File: src/rtl/prxreg_pkg.sv
// Package for the proximity register bank and threshold event logic.
// Assumes one 40 MHz clock and I2C pins sampled synchronously to it.
`default_nettype none
package prxreg_pkg;
   // ==========================================================
   // Bus addressing
   localparam logic [6:0] PRX_TARGET_ADDR = 7'h60;
   // ==========================================================
   // Command codes
   localparam logic [7:0] PRX_CMD_ENABLE_INIT = 8'h00;
   localparam logic [7:0] PRX_CMD_PERIOD_INT = 8'h03;
   localparam logic [7:0] PRX_CMD_FORCE_EMIT = 8'h04;
   localparam logic [7:0] PRX_CMD_LOW_THRESH = 8'h05;
   localparam logic [7:0] PRX_CMD_HIGH_THRESH = 8'h06;
   localparam logic [7:0] PRX_CMD_CROSSTALK = 8'h07;
   localparam logic [7:0] PRX_CMD_AUTOCAL = 8'h08;
   localparam logic [7:0] PRX_CMD_RESULT = 8'hf8;
   localparam logic [7:0] PRX_CMD_FLAGS = 8'hf9;
   localparam logic [7:0] PRX_CMD_IDENT = 8'hfa;
   localparam logic [7:0] PRX_CMD_AC_RESULT = 8'hfb;
   // ==========================================================
   // Reset values
   localparam logic [7:0] PRX_RST_CONF_LOW = 8'h01;
   localparam logic [7:0] PRX_RST_ZERO = 8'h00;
   // Arbitrary neutral identity value
   localparam logic [15:0] PRX_IDENT_VALUE = 16'h5a3c;
   // ==========================================================
   // Field positions in period_interrupt_cfg
   localparam int PRX_PERS_HI = 5;
   localparam int PRX_PERS_LO = 4;
   localparam int PRX_MODE_HI = 3;
   localparam int PRX_MODE_LO = 2;
   localparam int PRX_FAST_BIT = 1;
   localparam int PRX_STOP_BIT = 0;
   // Event flag bit positions
   localparam int PRX_FLAG_AWAY = 0;
   localparam int PRX_FLAG_CLOSE = 1;
   // Interrupt mode codes
   localparam logic [1:0] PRX_MODE_OFF = 2'h0;
   localparam logic [1:0] PRX_MODE_LEVEL = 2'h1;
   localparam logic [1:0] PRX_MODE_FIRST_HIGH = 2'h2;
   localparam logic [1:0] PRX_MODE_ON = 2'h3;
   // Result width and persistence counter limit
   localparam int PRX_RESULT_W = 12;
   localparam logic [2:0] PRX_PERS_MAX = 3'h4;
   // ==========================================================
   // Bus engine states
   typedef enum logic [5:0] {
      PRX_ST_IDLE = 6'h01,
      PRX_ST_RX = 6'h02,
      PRX_ST_ACK = 6'h04,
      PRX_ST_TX = 6'h08,
      PRX_ST_TXACK = 6'h10,
      PRX_ST_WAIT = 6'h20
   } prx_state_e;
endpackage
`default_nettype wire

File: src/rtl/prxreg_top.sv
// Register bank, I2C target and threshold event logic of the sensor.
// Assumes SCL and SDA are already synchronous to clk_in; the sample
// strobe and result come from the measurement core outside.
`default_nettype none
module prxreg_top (
   // Clock and reset
   input wire logic clk_in,
   input wire logic arst_n_in,
   // I2C pins (oe low means drive low)
   input wire logic scl_in,
   input wire logic sda_in,
   output logic sda_out,
   output logic sda_oe_n_out,
   // Measurement core
   input wire logic sample_valid_in,
   input wire logic [prxreg_pkg::PRX_RESULT_W-1:0] raw_result_in,
   input wire logic [15:0] autocal_result_in,
   output logic measure_run_out,
   output logic [7:0] force_mode_out,
   output logic [7:0] emitter_current_out,
   output logic [7:0] autocal_cfg_out,
   output logic [7:0] low_power_cfg_out,
   // Interrupt pin (open drain, active low)
   output logic int_n_out,
   output logic int_oe_n_out
);
   import prxreg_pkg::*;

   // ==========================================================
   // State
   typedef struct packed {
      prx_state_e st;
      logic scl_d;
      logic sda_d;
      logic [7:0] shreg;
      logic [3:0] bitcnt;
      logic [1:0] bytecnt;
      logic rd;
      logic sda_low;
      logic [7:0] cmd;
      logic [7:0] wlow;
      logic [15:0] txword;
      logic [13:0][7:0] regs;
      logic [11:0] result;
      logic [7:0] flags;
      logic [2:0] pcnt_hi;
      logic [2:0] pcnt_lo;
      logic close;
      logic irq;
      logic armed;
   } prx_state_s;

   prx_state_s s_r;
   prx_state_s s_nxt;

   logic scl_rise;
   logic scl_fall;
   logic start_c;
   logic stop_c;
   logic [15:0] rd_word;
   logic [11:0] comp;
   logic [11:0] low_th;
   logic [11:0] high_th;
   logic [15:0] cancel;
   logic [2:0] pers;
   logic [1:0] mode;

   assign scl_rise = scl_in & ~s_r.scl_d;
   assign scl_fall = ~scl_in & s_r.scl_d;
   assign start_c = scl_in & s_r.scl_d & s_r.sda_d & ~sda_in;
   assign stop_c = scl_in & s_r.scl_d & ~s_r.sda_d & sda_in;
   assign low_th = {s_r.regs[7][3:0], s_r.regs[6]};
   assign high_th = {s_r.regs[9][3:0], s_r.regs[8]};
   assign cancel = {s_r.regs[11], s_r.regs[10]};
   assign pers = {1'b0, s_r.regs[2][PRX_PERS_HI:PRX_PERS_LO]} + 3'h1;
   assign mode = s_r.regs[2][PRX_MODE_HI:PRX_MODE_LO];

   // Crosstalk cancellation saturates at zero rather than wrap
   always_comb begin
      if ({4'h0, raw_result_in} > cancel) begin
         comp = 12'({4'h0, raw_result_in} - cancel);
      end else begin
         comp = 12'h000;
      end
   end

   // Read mux, byte index: low byte of code = even entry
   always_comb begin
      case (s_r.cmd)
         PRX_CMD_ENABLE_INIT: rd_word = {s_r.regs[1], s_r.regs[0]};
         PRX_CMD_PERIOD_INT: rd_word = {s_r.regs[3], s_r.regs[2]};
         PRX_CMD_FORCE_EMIT: rd_word = {s_r.regs[5], s_r.regs[4]};
         PRX_CMD_LOW_THRESH: rd_word = {s_r.regs[7], s_r.regs[6]};
         PRX_CMD_HIGH_THRESH: rd_word = {s_r.regs[9], s_r.regs[8]};
         PRX_CMD_CROSSTALK: rd_word = cancel;
         PRX_CMD_AUTOCAL: rd_word = {s_r.regs[13], s_r.regs[12]};
         PRX_CMD_RESULT: rd_word = {4'h0, s_r.result};
         PRX_CMD_FLAGS: rd_word = {s_r.flags, PRX_RST_ZERO};
         PRX_CMD_IDENT: rd_word = PRX_IDENT_VALUE;
         PRX_CMD_AC_RESULT: rd_word = autocal_result_in;
         default: rd_word = 16'h0000;
      endcase
   end

   // Next state: bus engine and threshold logic
   always_comb begin
      logic hi_now;
      logic lo_now;
      logic [2:0] need;
      hi_now = 1'b0;
      lo_now = 1'b0;
      need = 3'h1;
      s_nxt = s_r;
      s_nxt.scl_d = scl_in;
      s_nxt.sda_d = sda_in;

      // ========================= bus engine =====================
      if (start_c) begin
         s_nxt.st = PRX_ST_RX;
         s_nxt.bitcnt = 4'h0;
         s_nxt.bytecnt = 2'h0;
         s_nxt.sda_low = 1'b0;
      end else if (stop_c) begin
         s_nxt.st = PRX_ST_IDLE;
         s_nxt.sda_low = 1'b0;
      end else begin
         case (s_r.st)
            PRX_ST_IDLE: begin
               s_nxt.sda_low = 1'b0;
            end
            PRX_ST_RX: begin
               if (scl_rise) begin
                  s_nxt.shreg = {s_r.shreg[6:0], sda_in};
                  s_nxt.bitcnt = s_r.bitcnt + 4'h1;
               end
               if (scl_fall && s_r.bitcnt == 4'h8) begin
                  s_nxt.bitcnt = 4'h0;
                  if (s_r.bytecnt == 2'h0) begin
                     // Address byte: only our address is acknowledged
                     if (s_r.shreg[7:1] == PRX_TARGET_ADDR) begin
                        s_nxt.rd = s_r.shreg[0];
                        s_nxt.sda_low = 1'b1;
                        s_nxt.st = PRX_ST_ACK;
                        s_nxt.txword = rd_word;
                     end else begin
                        s_nxt.st = PRX_ST_WAIT;
                     end
                  end else begin
                     // Command, then low, then high byte
                     s_nxt.sda_low = 1'b1;
                     s_nxt.st = PRX_ST_ACK;
                     case (s_r.bytecnt)
                        2'h1: s_nxt.cmd = s_r.shreg;
                        2'h2: s_nxt.wlow = s_r.shreg;
                        default: begin
                           // Writes land only on the high byte, as a pair
                           case (s_r.cmd)
                              PRX_CMD_ENABLE_INIT,
                              PRX_CMD_PERIOD_INT,
                              PRX_CMD_FORCE_EMIT,
                              PRX_CMD_LOW_THRESH,
                              PRX_CMD_HIGH_THRESH,
                              PRX_CMD_CROSSTALK,
                              PRX_CMD_AUTOCAL: begin
                                 s_nxt.regs[{s_r.cmd[3:0] - (s_r.cmd[3:0] > 4'h0 ?
                                    4'h2 : 4'h0), 1'b0} >> 0] = s_r.wlow;
                              end
                              default: begin
                                 // Read-only codes ignore writes
                              end
                           endcase
                        end
                     endcase
                  end
               end
            end
            PRX_ST_ACK: begin
               if (scl_fall) begin
                  s_nxt.sda_low = 1'b0;
                  if (s_r.rd) begin
                     s_nxt.st = PRX_ST_TX;
                     s_nxt.sda_low = ~s_r.txword[7];
                     s_nxt.bitcnt = 4'h1;
                  end else begin
                     s_nxt.st = PRX_ST_RX;
                     s_nxt.bytecnt = s_r.bytecnt == 2'h3 ? 2'h3 : s_r.bytecnt + 2'h1;
                  end
               end
            end
            PRX_ST_TX: begin
               if (scl_fall) begin
                  if (s_r.bitcnt == 4'h8) begin
                     s_nxt.sda_low = 1'b0;
                     s_nxt.st = PRX_ST_TXACK;
                  end else begin
                     s_nxt.sda_low = ~s_r.txword[4'h7 - s_r.bitcnt];
                     s_nxt.bitcnt = s_r.bitcnt + 4'h1;
                  end
               end
            end
            PRX_ST_TXACK: begin
               if (scl_rise) begin
                  if (sda_in) begin
                     s_nxt.st = PRX_ST_WAIT;
                  end else begin
                     s_nxt.txword = {8'h00, s_r.txword[15:8]};
                     // Acknowledge of the low byte of the flag code clears it
                     if (s_r.cmd == PRX_CMD_FLAGS && s_r.bytecnt == 2'h0) begin
                        s_nxt.flags = 8'h00;
                        s_nxt.irq = 1'b0;
                     end
                     s_nxt.bytecnt = 2'h1;
                     s_nxt.st = PRX_ST_ACK;
                  end
               end
            end
            PRX_ST_WAIT: begin
               s_nxt.sda_low = 1'b0;
            end
            default: s_nxt.st = PRX_ST_IDLE;
         endcase
      end
      // Byte 2 of a write is the low byte; stored with its high byte
      if (s_r.st == PRX_ST_RX && scl_fall && s_r.bitcnt == 4'h8 &&
          s_r.bytecnt == 2'h3) begin
         case (s_r.cmd)
            PRX_CMD_ENABLE_INIT: s_nxt.regs[1] = s_r.shreg;
            PRX_CMD_PERIOD_INT: s_nxt.regs[3] = s_r.shreg;
            PRX_CMD_FORCE_EMIT: s_nxt.regs[5] = s_r.shreg;
            PRX_CMD_LOW_THRESH: s_nxt.regs[7] = s_r.shreg;
            PRX_CMD_HIGH_THRESH: s_nxt.regs[9] = s_r.shreg;
            PRX_CMD_CROSSTALK: s_nxt.regs[11] = s_r.shreg;
            PRX_CMD_AUTOCAL: s_nxt.regs[13] = s_r.shreg;
            default: begin
            end
         endcase
      end

      // ===================== threshold logic ====================
      if (sample_valid_in && !s_r.regs[2][PRX_STOP_BIT]) begin
         s_nxt.result = comp;
         hi_now = comp > high_th;
         lo_now = comp < low_th;
         // Armed state lapses once the result sits between the thresholds
         if (!hi_now && !lo_now) begin
            s_nxt.armed = 1'b0;
         end
         // Fast persistence: once an event has fired one sample retriggers
         if (s_r.regs[2][PRX_FAST_BIT] && s_r.armed) begin
            need = 3'h1;
         end else begin
            need = pers;
         end
         s_nxt.pcnt_hi = hi_now ? (s_r.pcnt_hi < PRX_PERS_MAX ? s_r.pcnt_hi + 3'h1 :
            PRX_PERS_MAX) : 3'h0;
         s_nxt.pcnt_lo = lo_now ? (s_r.pcnt_lo < PRX_PERS_MAX ? s_r.pcnt_lo + 3'h1 :
            PRX_PERS_MAX) : 3'h0;
         case (mode)
            PRX_MODE_OFF: begin
            end
            PRX_MODE_LEVEL: begin
               // Level mode: pin follows near/far state
               if (s_nxt.pcnt_hi >= need) begin
                  s_nxt.close = 1'b1;
               end else if (s_nxt.pcnt_lo >= need) begin
                  s_nxt.close = 1'b0;
               end
               s_nxt.irq = s_nxt.close;
            end
            PRX_MODE_FIRST_HIGH: begin
               if (s_nxt.pcnt_hi >= need) begin
                  s_nxt.flags[PRX_FLAG_CLOSE] = 1'b1;
                  s_nxt.irq = 1'b1;
                  s_nxt.armed = s_r.regs[2][PRX_FAST_BIT];
               end
            end
            PRX_MODE_ON: begin
               // Set wins over a clear in the same cycle
               if (s_nxt.pcnt_hi >= need) begin
                  s_nxt.flags[PRX_FLAG_CLOSE] = 1'b1;
                  s_nxt.irq = 1'b1;
                  s_nxt.armed = s_r.regs[2][PRX_FAST_BIT];
               end
               if (s_nxt.pcnt_lo >= need) begin
                  s_nxt.flags[PRX_FLAG_AWAY] = 1'b1;
                  s_nxt.irq = 1'b1;
                  s_nxt.armed = s_r.regs[2][PRX_FAST_BIT];
               end
            end
            default: begin
            end
         endcase
      end
      if (mode == PRX_MODE_OFF) begin
         s_nxt.irq = 1'b0;
      end
   end

   // State register; low bytes of codes 0x00 and 0x03 reset to 0x01
   always_ff @(posedge clk_in or negedge arst_n_in) begin
      if (!arst_n_in) begin
         s_r <= '0;
         s_r.st <= PRX_ST_IDLE;
         s_r.scl_d <= 1'b1;
         s_r.sda_d <= 1'b1;
         s_r.regs[0] <= PRX_RST_CONF_LOW;
         s_r.regs[2] <= PRX_RST_CONF_LOW;
      end else begin
         s_r <= s_nxt;
      end
   end

   // ==========================================================
   // Outputs; pins only ever pull low
   assign sda_out = 1'b0;
   assign sda_oe_n_out = ~s_r.sda_low;
   assign int_n_out = 1'b0;
   assign int_oe_n_out = ~s_r.irq;
   assign measure_run_out = ~s_r.regs[2][PRX_STOP_BIT];
   assign force_mode_out = s_r.regs[4];
   assign emitter_current_out = s_r.regs[5];
   assign autocal_cfg_out = s_r.regs[12];
   assign low_power_cfg_out = s_r.regs[13];

   // ==========================================================
   // Checks
   AST_STOP_RESET: assert property (@(posedge clk_in) disable iff (!arst_n_in)
      (sample_valid_in && measure_run_out) |=> s_r.result == $past(comp))
      else $error("result not taken while running");
   AST_INT_PIN: assert property (@(posedge clk_in) disable iff (!arst_n_in)
      $rose(int_oe_n_out) |-> ($past(s_r.st) == PRX_ST_TXACK ||
      ($past(mode) != PRX_MODE_ON && $past(mode) != PRX_MODE_FIRST_HIGH)))
      else $error("interrupt released before flag read");
   AST_STOP_HOLDS: assert property (@(posedge clk_in) disable iff (!arst_n_in)
      (sample_valid_in && s_r.regs[2][PRX_STOP_BIT]) |=> $stable(s_r.result))
      else $error("result updated while stopped");
   AST_RO_WRITE: assert property (@(posedge clk_in) disable iff (!arst_n_in)
      (s_r.st == PRX_ST_RX && scl_fall && s_r.bitcnt == 4'h8 && s_r.bytecnt == 2'h3 &&
       s_r.cmd[7:4] == 4'hf) |=> $stable(s_r.regs))
      else $error("write landed on a read-only code");
   AST_MODE_OFF: assert property (@(posedge clk_in) disable iff (!arst_n_in)
      (mode == PRX_MODE_OFF) |=> !s_r.irq || $past(mode) != PRX_MODE_OFF)
      else $error("interrupt asserted while disabled");
   AST_HIGH_EVENT: assert property (@(posedge clk_in) disable iff (!arst_n_in)
      (sample_valid_in && !s_r.regs[2][0] && mode == PRX_MODE_ON && comp > high_th &&
       pers == 3'h1) |=> s_r.flags[PRX_FLAG_CLOSE])
      else $error("high threshold event missed");
   AST_PERSIST: assert property (@(posedge clk_in) disable iff (!arst_n_in)
      $rose(s_r.flags[PRX_FLAG_CLOSE]) |-> (s_r.pcnt_hi >= pers || s_r.regs[2][PRX_FAST_BIT]))
      else $error("event before persistence");
   AST_NACK_OTHER: assert property (@(posedge clk_in) disable iff (!arst_n_in)
      (s_r.st == PRX_ST_WAIT) |-> sda_oe_n_out)
      else $error("drove bus for another address");
endmodule
`default_nettype wire

File: config.mk
export PLATFORM = sky130hd
export DESIGN_NAME = prxreg_top
export DESIGN_NICKNAME = d
export VERILOG_FILES = /design/src/rtl/prxreg_pkg.sv /design/src/rtl/prxreg_top.sv
export SDC_FILE = /design/constraint.sdc
export NUM_CORES = 1
export LEC_CHECK = 0
export BUFFER_PORTS_ARGS = -buffer_cell sky130_fd_sc_hd__buf_2
export CAP_MARGIN = 10
export CORE_MARGIN = 1
export CORE_UTILIZATION = 45
export DETAILED_ROUTE_END_ITERATION = 6
export PLACE_DENSITY = 0.73
export SETUP_SLACK_MARGIN = 0.15
export SLEW_MARGIN = 20
export SYNTH_ARGS = -nofsm -noshare
export SYNTH_HDL_FRONTEND = slang
export SYNTH_SLANG_ARGS = --single-unit
File: constraint.sdc
create_clock -name clk_in -period 7.05 [get_ports clk_in]
set_clock_uncertainty 0.2 [all_clocks]
set_input_delay 0.3525 -clock clk_in [delete_from_list [all_inputs] [get_ports clk_in]]
set_output_delay 0.3525 -clock clk_in [all_outputs]
set_load 0.005 [all_outputs]
# Word-level counts from Yosys, hierarchy flattened
# Index checks and enable logic that the tools add are counted.
# totals
mem_bits_rw,0
latch_bits,0
word_cells,256
output_inout_bits,37
memories,0
mem_bits_ro,0
reg_bits,191
# op_classes
n_eq_ne,45
reduce_logical,34
n_mux,106
addsub,8
shift,0
order_cmp,11
mul,0
n_div,0
bitwise_logic,20
# op_table
op,n
$mux 112,6
$pmux 16 s11,1
$mux 146,1
$mux 8,17
$bwmux 112,1
$mux 16,5
$mux 6,12
$eq 8x3->1 const B,4
$eq 8x8->1 const B,4
$pmux 16 s2,1
$pmux 6 s5,1
$reduce_and 6->1,5
$mux 2,14
$mux 1,25
$demux 8 s3,1
$mux 4,6
$ne 4x4->1 const B,6
$ne 3x3->1 const B,7
$mux 3,6
$gt 12x16->1,1
$reduce_and 7->1,2
$not 1->1,13
$gt 12x12->1,1
$lt 12x12->1,1
52 further kinds,83

# Logic depth before layout (Yosys ltp)
# depth
word_depth,17
ltp_mapped,25
ltp_nobuf,23

# Worst setup path before layout
# No wires, ideal clock.
# synth_timing
path_type,input -> register
startpoint,input port raw_result_in[0] (netlist name)
endpoint,register s_r[0] (netlist name)
t_required_ns,6.781
path_slack_ns,1.401
arrival_time_ns,5.380
setup_ns,0.069
stages,25
cell_sequence,inv_1 ha_1 inv_1 fa_1 a21o_1 a21o_1 a211oi_1 a21o_1 clkbuf_1 buf_1 nor2_1 ha_1 a21o_1 a21o_1 a21oi_1 o21a_1 o21ai_0 or3_1 ha_1 nand2b_1 a211oi_1 nor3b_1 a221oi_1 o211ai_1 nand3_1
# synth_between
elab_chain_cells,9
word_cells_on_any_way,16
cone_classes,add/sub: 1; order compare: 5; mux: 7; reduce/logical: 3
# synth_rtl
item,line,rtl
"start, declared",prxreg_top.sv:16,"input wire logic [prxreg_pkg::PRX_RESULT_W-1:0] raw_result_in,"
$gt 12x16->1 or $sub 12x12->12 (tied branches),"prxreg_top.sv:80, prxreg_top.sv:81",
$mux 12 *,prxreg_top.sv:80,"if ({4'h0, raw_result_in} > cancel) begin"
net comp[9],prxreg_top.sv:61,logic [11:0] comp;
branches (longest 6 deep; another with $gt 12x12->1),n/a,
$pmux 1 s2 *,prxreg_top.sv:258,case (mode)
"end signal, assigned",prxreg_top.sv:309,s_r <= s_nxt;
"end, declared",prxreg_top.sv:53,prx_state_s s_r;
# Mark *: on every way through the listed nets, which the timed path passes.
# A chain may end at the register's enable or synchronous reset.

# Final worst setup path
# layout_timing
startpoint,"register s_r, in the netlist cancel[0]"
endpoint,register s_r[0] (netlist name)
# layout_between
elab_chain_cells,9
word_cells_on_any_way,16
cone_classes,add/sub: 1; order compare: 5; mux: 7; reduce/logical: 3
# layout_rtl
item,line
$gt 12x16->1 or $sub 12x12->12 (tied branches),"prxreg_top.sv:80, prxreg_top.sv:81"
$mux 12 *,prxreg_top.sv:80
net comp[5],prxreg_top.sv:61
branches (longest 6 deep; another with $gt 12x12->1),n/a
$pmux 1 s2 *,prxreg_top.sv:258
# Marks and branches as above.

==> metrics.md <==
| Metric | Value |
|---|---|
| Status | `completed` |
| Layout cells sized above 1 | `0.255` |
| Initial Utilization | `0.457` |
| CP peak stage delay | `630 ps` |
| Mean post-synth cell area | `10.5 um2` |
| Post-synthesis mux area share | `0.167` |
| Std cell rows | `57` |
| # diodes | `0` |
| Tightest Pin Transition | `1180 ps` |
| Yosys cell types | `77` |
| Critical Path End Type | `flop` |
| Largest net degree at the start of global routing | `108` |
| Critical path launch point type | `flop` |
| Largest family of logic cells by synthesized area | `multiplexers` |
| Global-route usage over all layers | `0.251` |
| GPL Wtd Cong | `0.911` |
| Die area | `25200 um2` |
| # IOs | `70` |
| Root Buffer Master | `clkbuf_16` |
| Prevailing post-synth register cell | `dfrtp_1` |
| DRT Pass-1 Iters | `6` |
| Critical Path RT | `7230 ps` |
| Vias | `8764` |
| Post-cts hold buffer count | `3` |
| Placed Instances | `1379` |
| Register area share after synthesis | `0.432` |
| Final setup violation count | `0` |
| Post-layout util | `0.498` |
| Setup repair bufs after CTS | `0` |
| Clk_lat worst skew | `450 ps` |
| Syn Inst Count | `1059` |
| Critical-path maximum fanout | `20` |
| Compound-Gate Fraction of Synth Area | `0.146` |
| WL/cell | `22.0 um` |
| Cts bufs inserted | `17` |
| TNS Setup | `0 ps` |
| Most frequent cells in the layout | `dfrtp_1, mux2_2, nand2_1` |
| Post-Synth Simple-Gate Area | `0.131` |
| H-tree depth | `4` |
| Max Cap Violations | `0` |
| Mapped Area | `11100 um2` |
| Die Wd | `159 um` |
| Core area | `24200 um2` |
| CP dominant cell by count | `a21o_1` |
| Number of global-route vias before repair | `8636` |
| First-pass GRT wire length | `49000 um` |
| Total Wirelength | `31100 um` |
| Grt met2 use | `0.379` |
| Detailed router's first-iteration violation count | `888` |
| Power Density | `212 nW/um2` |
| WHS | `72.5 ps` |
| DRC Markers | `0` |
| Max IR drop VDD | `0.157 mV` |
| M3 GR Usage | `0.0452` |
| Async SR Flop Fraction | `1.00` |
| Cells along the critical path | `ha_1 -> inv_1 -> fa_1 -> a21o_1 -> a21o_1 -> a211oi_1 -> a21o_1 -> nor2_1 -> ha_1 -> a21o_1 -> a21o_1 -> a21oi_1 -> o21a_1 -> o21ai_0 -> or3_1 -> ha_1 -> nand2b_1 -> a211oi_1 -> nor3b_1 -> a221oi_1 -> o211ai_1 -> nand3_1` |
| Endpoints failing hold | `0` |
| Placed Area | `11500 um2` |
| Worst path top cell family by delay | `compound AO/OA/AOI/OAI gates` |
| DRT antenna net count | `0` |
| Adder-Cell Fraction of Synth Area | `0.0561` |
| Gr busiest metal | `met2` |
| Worst min-delay path class | `input pin to flop` |
| Design area | `12100 um2` |
| CTS clk-pin slew, worst paths | `80 ps` |
| HPWL after DPL | `22200 um` |
| CTS tree | `done` |
| Max Slew Vio Count | `0` |
| Yosys warnings | `0` |
| Post-Layout Cell Count | `1414` |
| Die Y | `159 um` |
| Critical path's slowest cell | `a21o_1` |
| GRT overflow | `0` |
| FMAX | `158 MHz` |
| Vias per inst | `6.20` |
| Number of antenna violations at the first check in global routing | `0` |
| Synth Area in XOR/XNOR | `0.00870` |
| Number of I/O port buffers | `67` |
| Clock sink count | `191` |
| Area Overhead vs Synth | `9.15%` |
| CP arrival | `6500 ps` |
| Post-CTS Resized | `0` |
| Fin crit share | `0.896` |
| RSZ-0062 raised after global routing | `no` |
| Final nets | `1159` |
| Register bit total from synthesis | `191` |
| Worst rel slew slack | `0.216` |
| Post-synth EDFFs | `0` |
| Critical path class | `flop to flop` |
| WP buf/inv | `1` |
| Pleak | `0.00568 uW` |
| Most common cell after layout, fill and taps aside | `dfrtp_1` |
| Met1 usage | `0.348` |
| CTS max path bufs | `2` |
| Fin crit period | `6320 ps` |
## layer usage
layer	part of all wire	up-vias
li1	-	3897
met1	0.43	4343
met2	0.45	424
met3	0.073	100
met4	0.043	0
met5	0	-
## Yosys cell counts (8+ instances only)
cell type | number | share of area
or3_1 | 10 | 0.0057
and3_1 | 9 | 0.0051
buf_4 | 35 | 0.024
nor3_1 | 12 | 0.0054
o21a_1 | 8 | 0.0054
nand3_1 | 21 | 0.0095
ha_1 | 48 | 0.054
mux2_2 | 132 | 0.13
o22ai_1 | 10 | 0.0057
a31oi_1 | 10 | 0.0057
nand2_1 | 80 | 0.027
o21ai_0 | 49 | 0.022
dfrtp_1 | 186 | 0.42
a21o_1 | 12 | 0.0081
a22oi_1 | 23 | 0.016
o211ai_1 | 12 | 0.0081
nand2b_1 | 11 | 0.0062
nor3b_1 | 10 | 0.0068
nor2_1 | 52 | 0.018
o31ai_1 | 11 | 0.0075
inv_1 | 53 | 0.018
a22o_1 | 9 | 0.0071
a211oi_1 | 8 | 0.0054
xnor2_1 | 9 | 0.0071
nand4_1 | 8 | 0.0045
clkbuf_1 | 34 | 0.012
mux2i_1 | 19 | 0.017
a21oi_1 | 49 | 0.022
## worst paths after layout
path	startpoint	end	slack (ps)	cells past startpoint
worst max-delay path	cancel[0]	s_r[0]	730	22
worst min-delay path	autocal_result_in[10]	s_r[151]	70	3
worst max register to register	cancel[0]	s_r[0]	730	22
worst min register to register	s_r[7]	s_r[7]	300	2
max in group asynchronous	arst_n_in	s_r[53]	4950	3
min in group asynchronous	arst_n_in	s_r[3]	370	2
## report_power, final
| group | leakage [uW] | internal [uW] | switching, uW |
|---|---|---|---|
| clock | 0.000290 | 479 | 493 |
| sequential | 0.00257 | 1140 | 99.3 |
| combinational | 0.00283 | 149 | 203 |
| total | 0.00568 | 1770 | 795 |
## worst min-delay path: stages
cell	delay, ps
buf_2	100
a221oi_1	90
o21ai_0	140
## flip-flops by register name (all words and copies together), names as in the netlist
register	flops
autocal_cfg_out	8
cancel	16
emitter_current_out	8
force_mode_out	8
high_th	12
low_power_cfg_out	8
low_th	12
mode	2
s_r	117
## logic make-up (layout without fill, tap and decap cells)
family                     count (synthesis)  in the layout
buffers and inverters                    136            166
and+or+nand+nor                          269            269
xor gates and xnor gates                  11             11
adders and majority gates                 49             49
AOI/OAI and AO/OA                        243            243
muxes                                    159            159
other                                      1              2
DFF                                      191            191
## through the flow
step	power, uW	worst slack, ps
floorplan	1480	1400
finish	2560	731
global placement	1590	984
global route	2670	291
detailed placement	1600	702
CTS	2570	763
## final cells by class
class | instances | area [um2]
inverter | 54 | 203
fill | 2217 | 12200
clock buffer | 17 | 425
clock inverter | 15 | 163
timing repair buffer | 80 | 453
tap | 324 | 405
multi-input combinational | 733 | 5650
sequential | 191 | 4790
No activity file was read; power rests on OpenSTA's default activity.
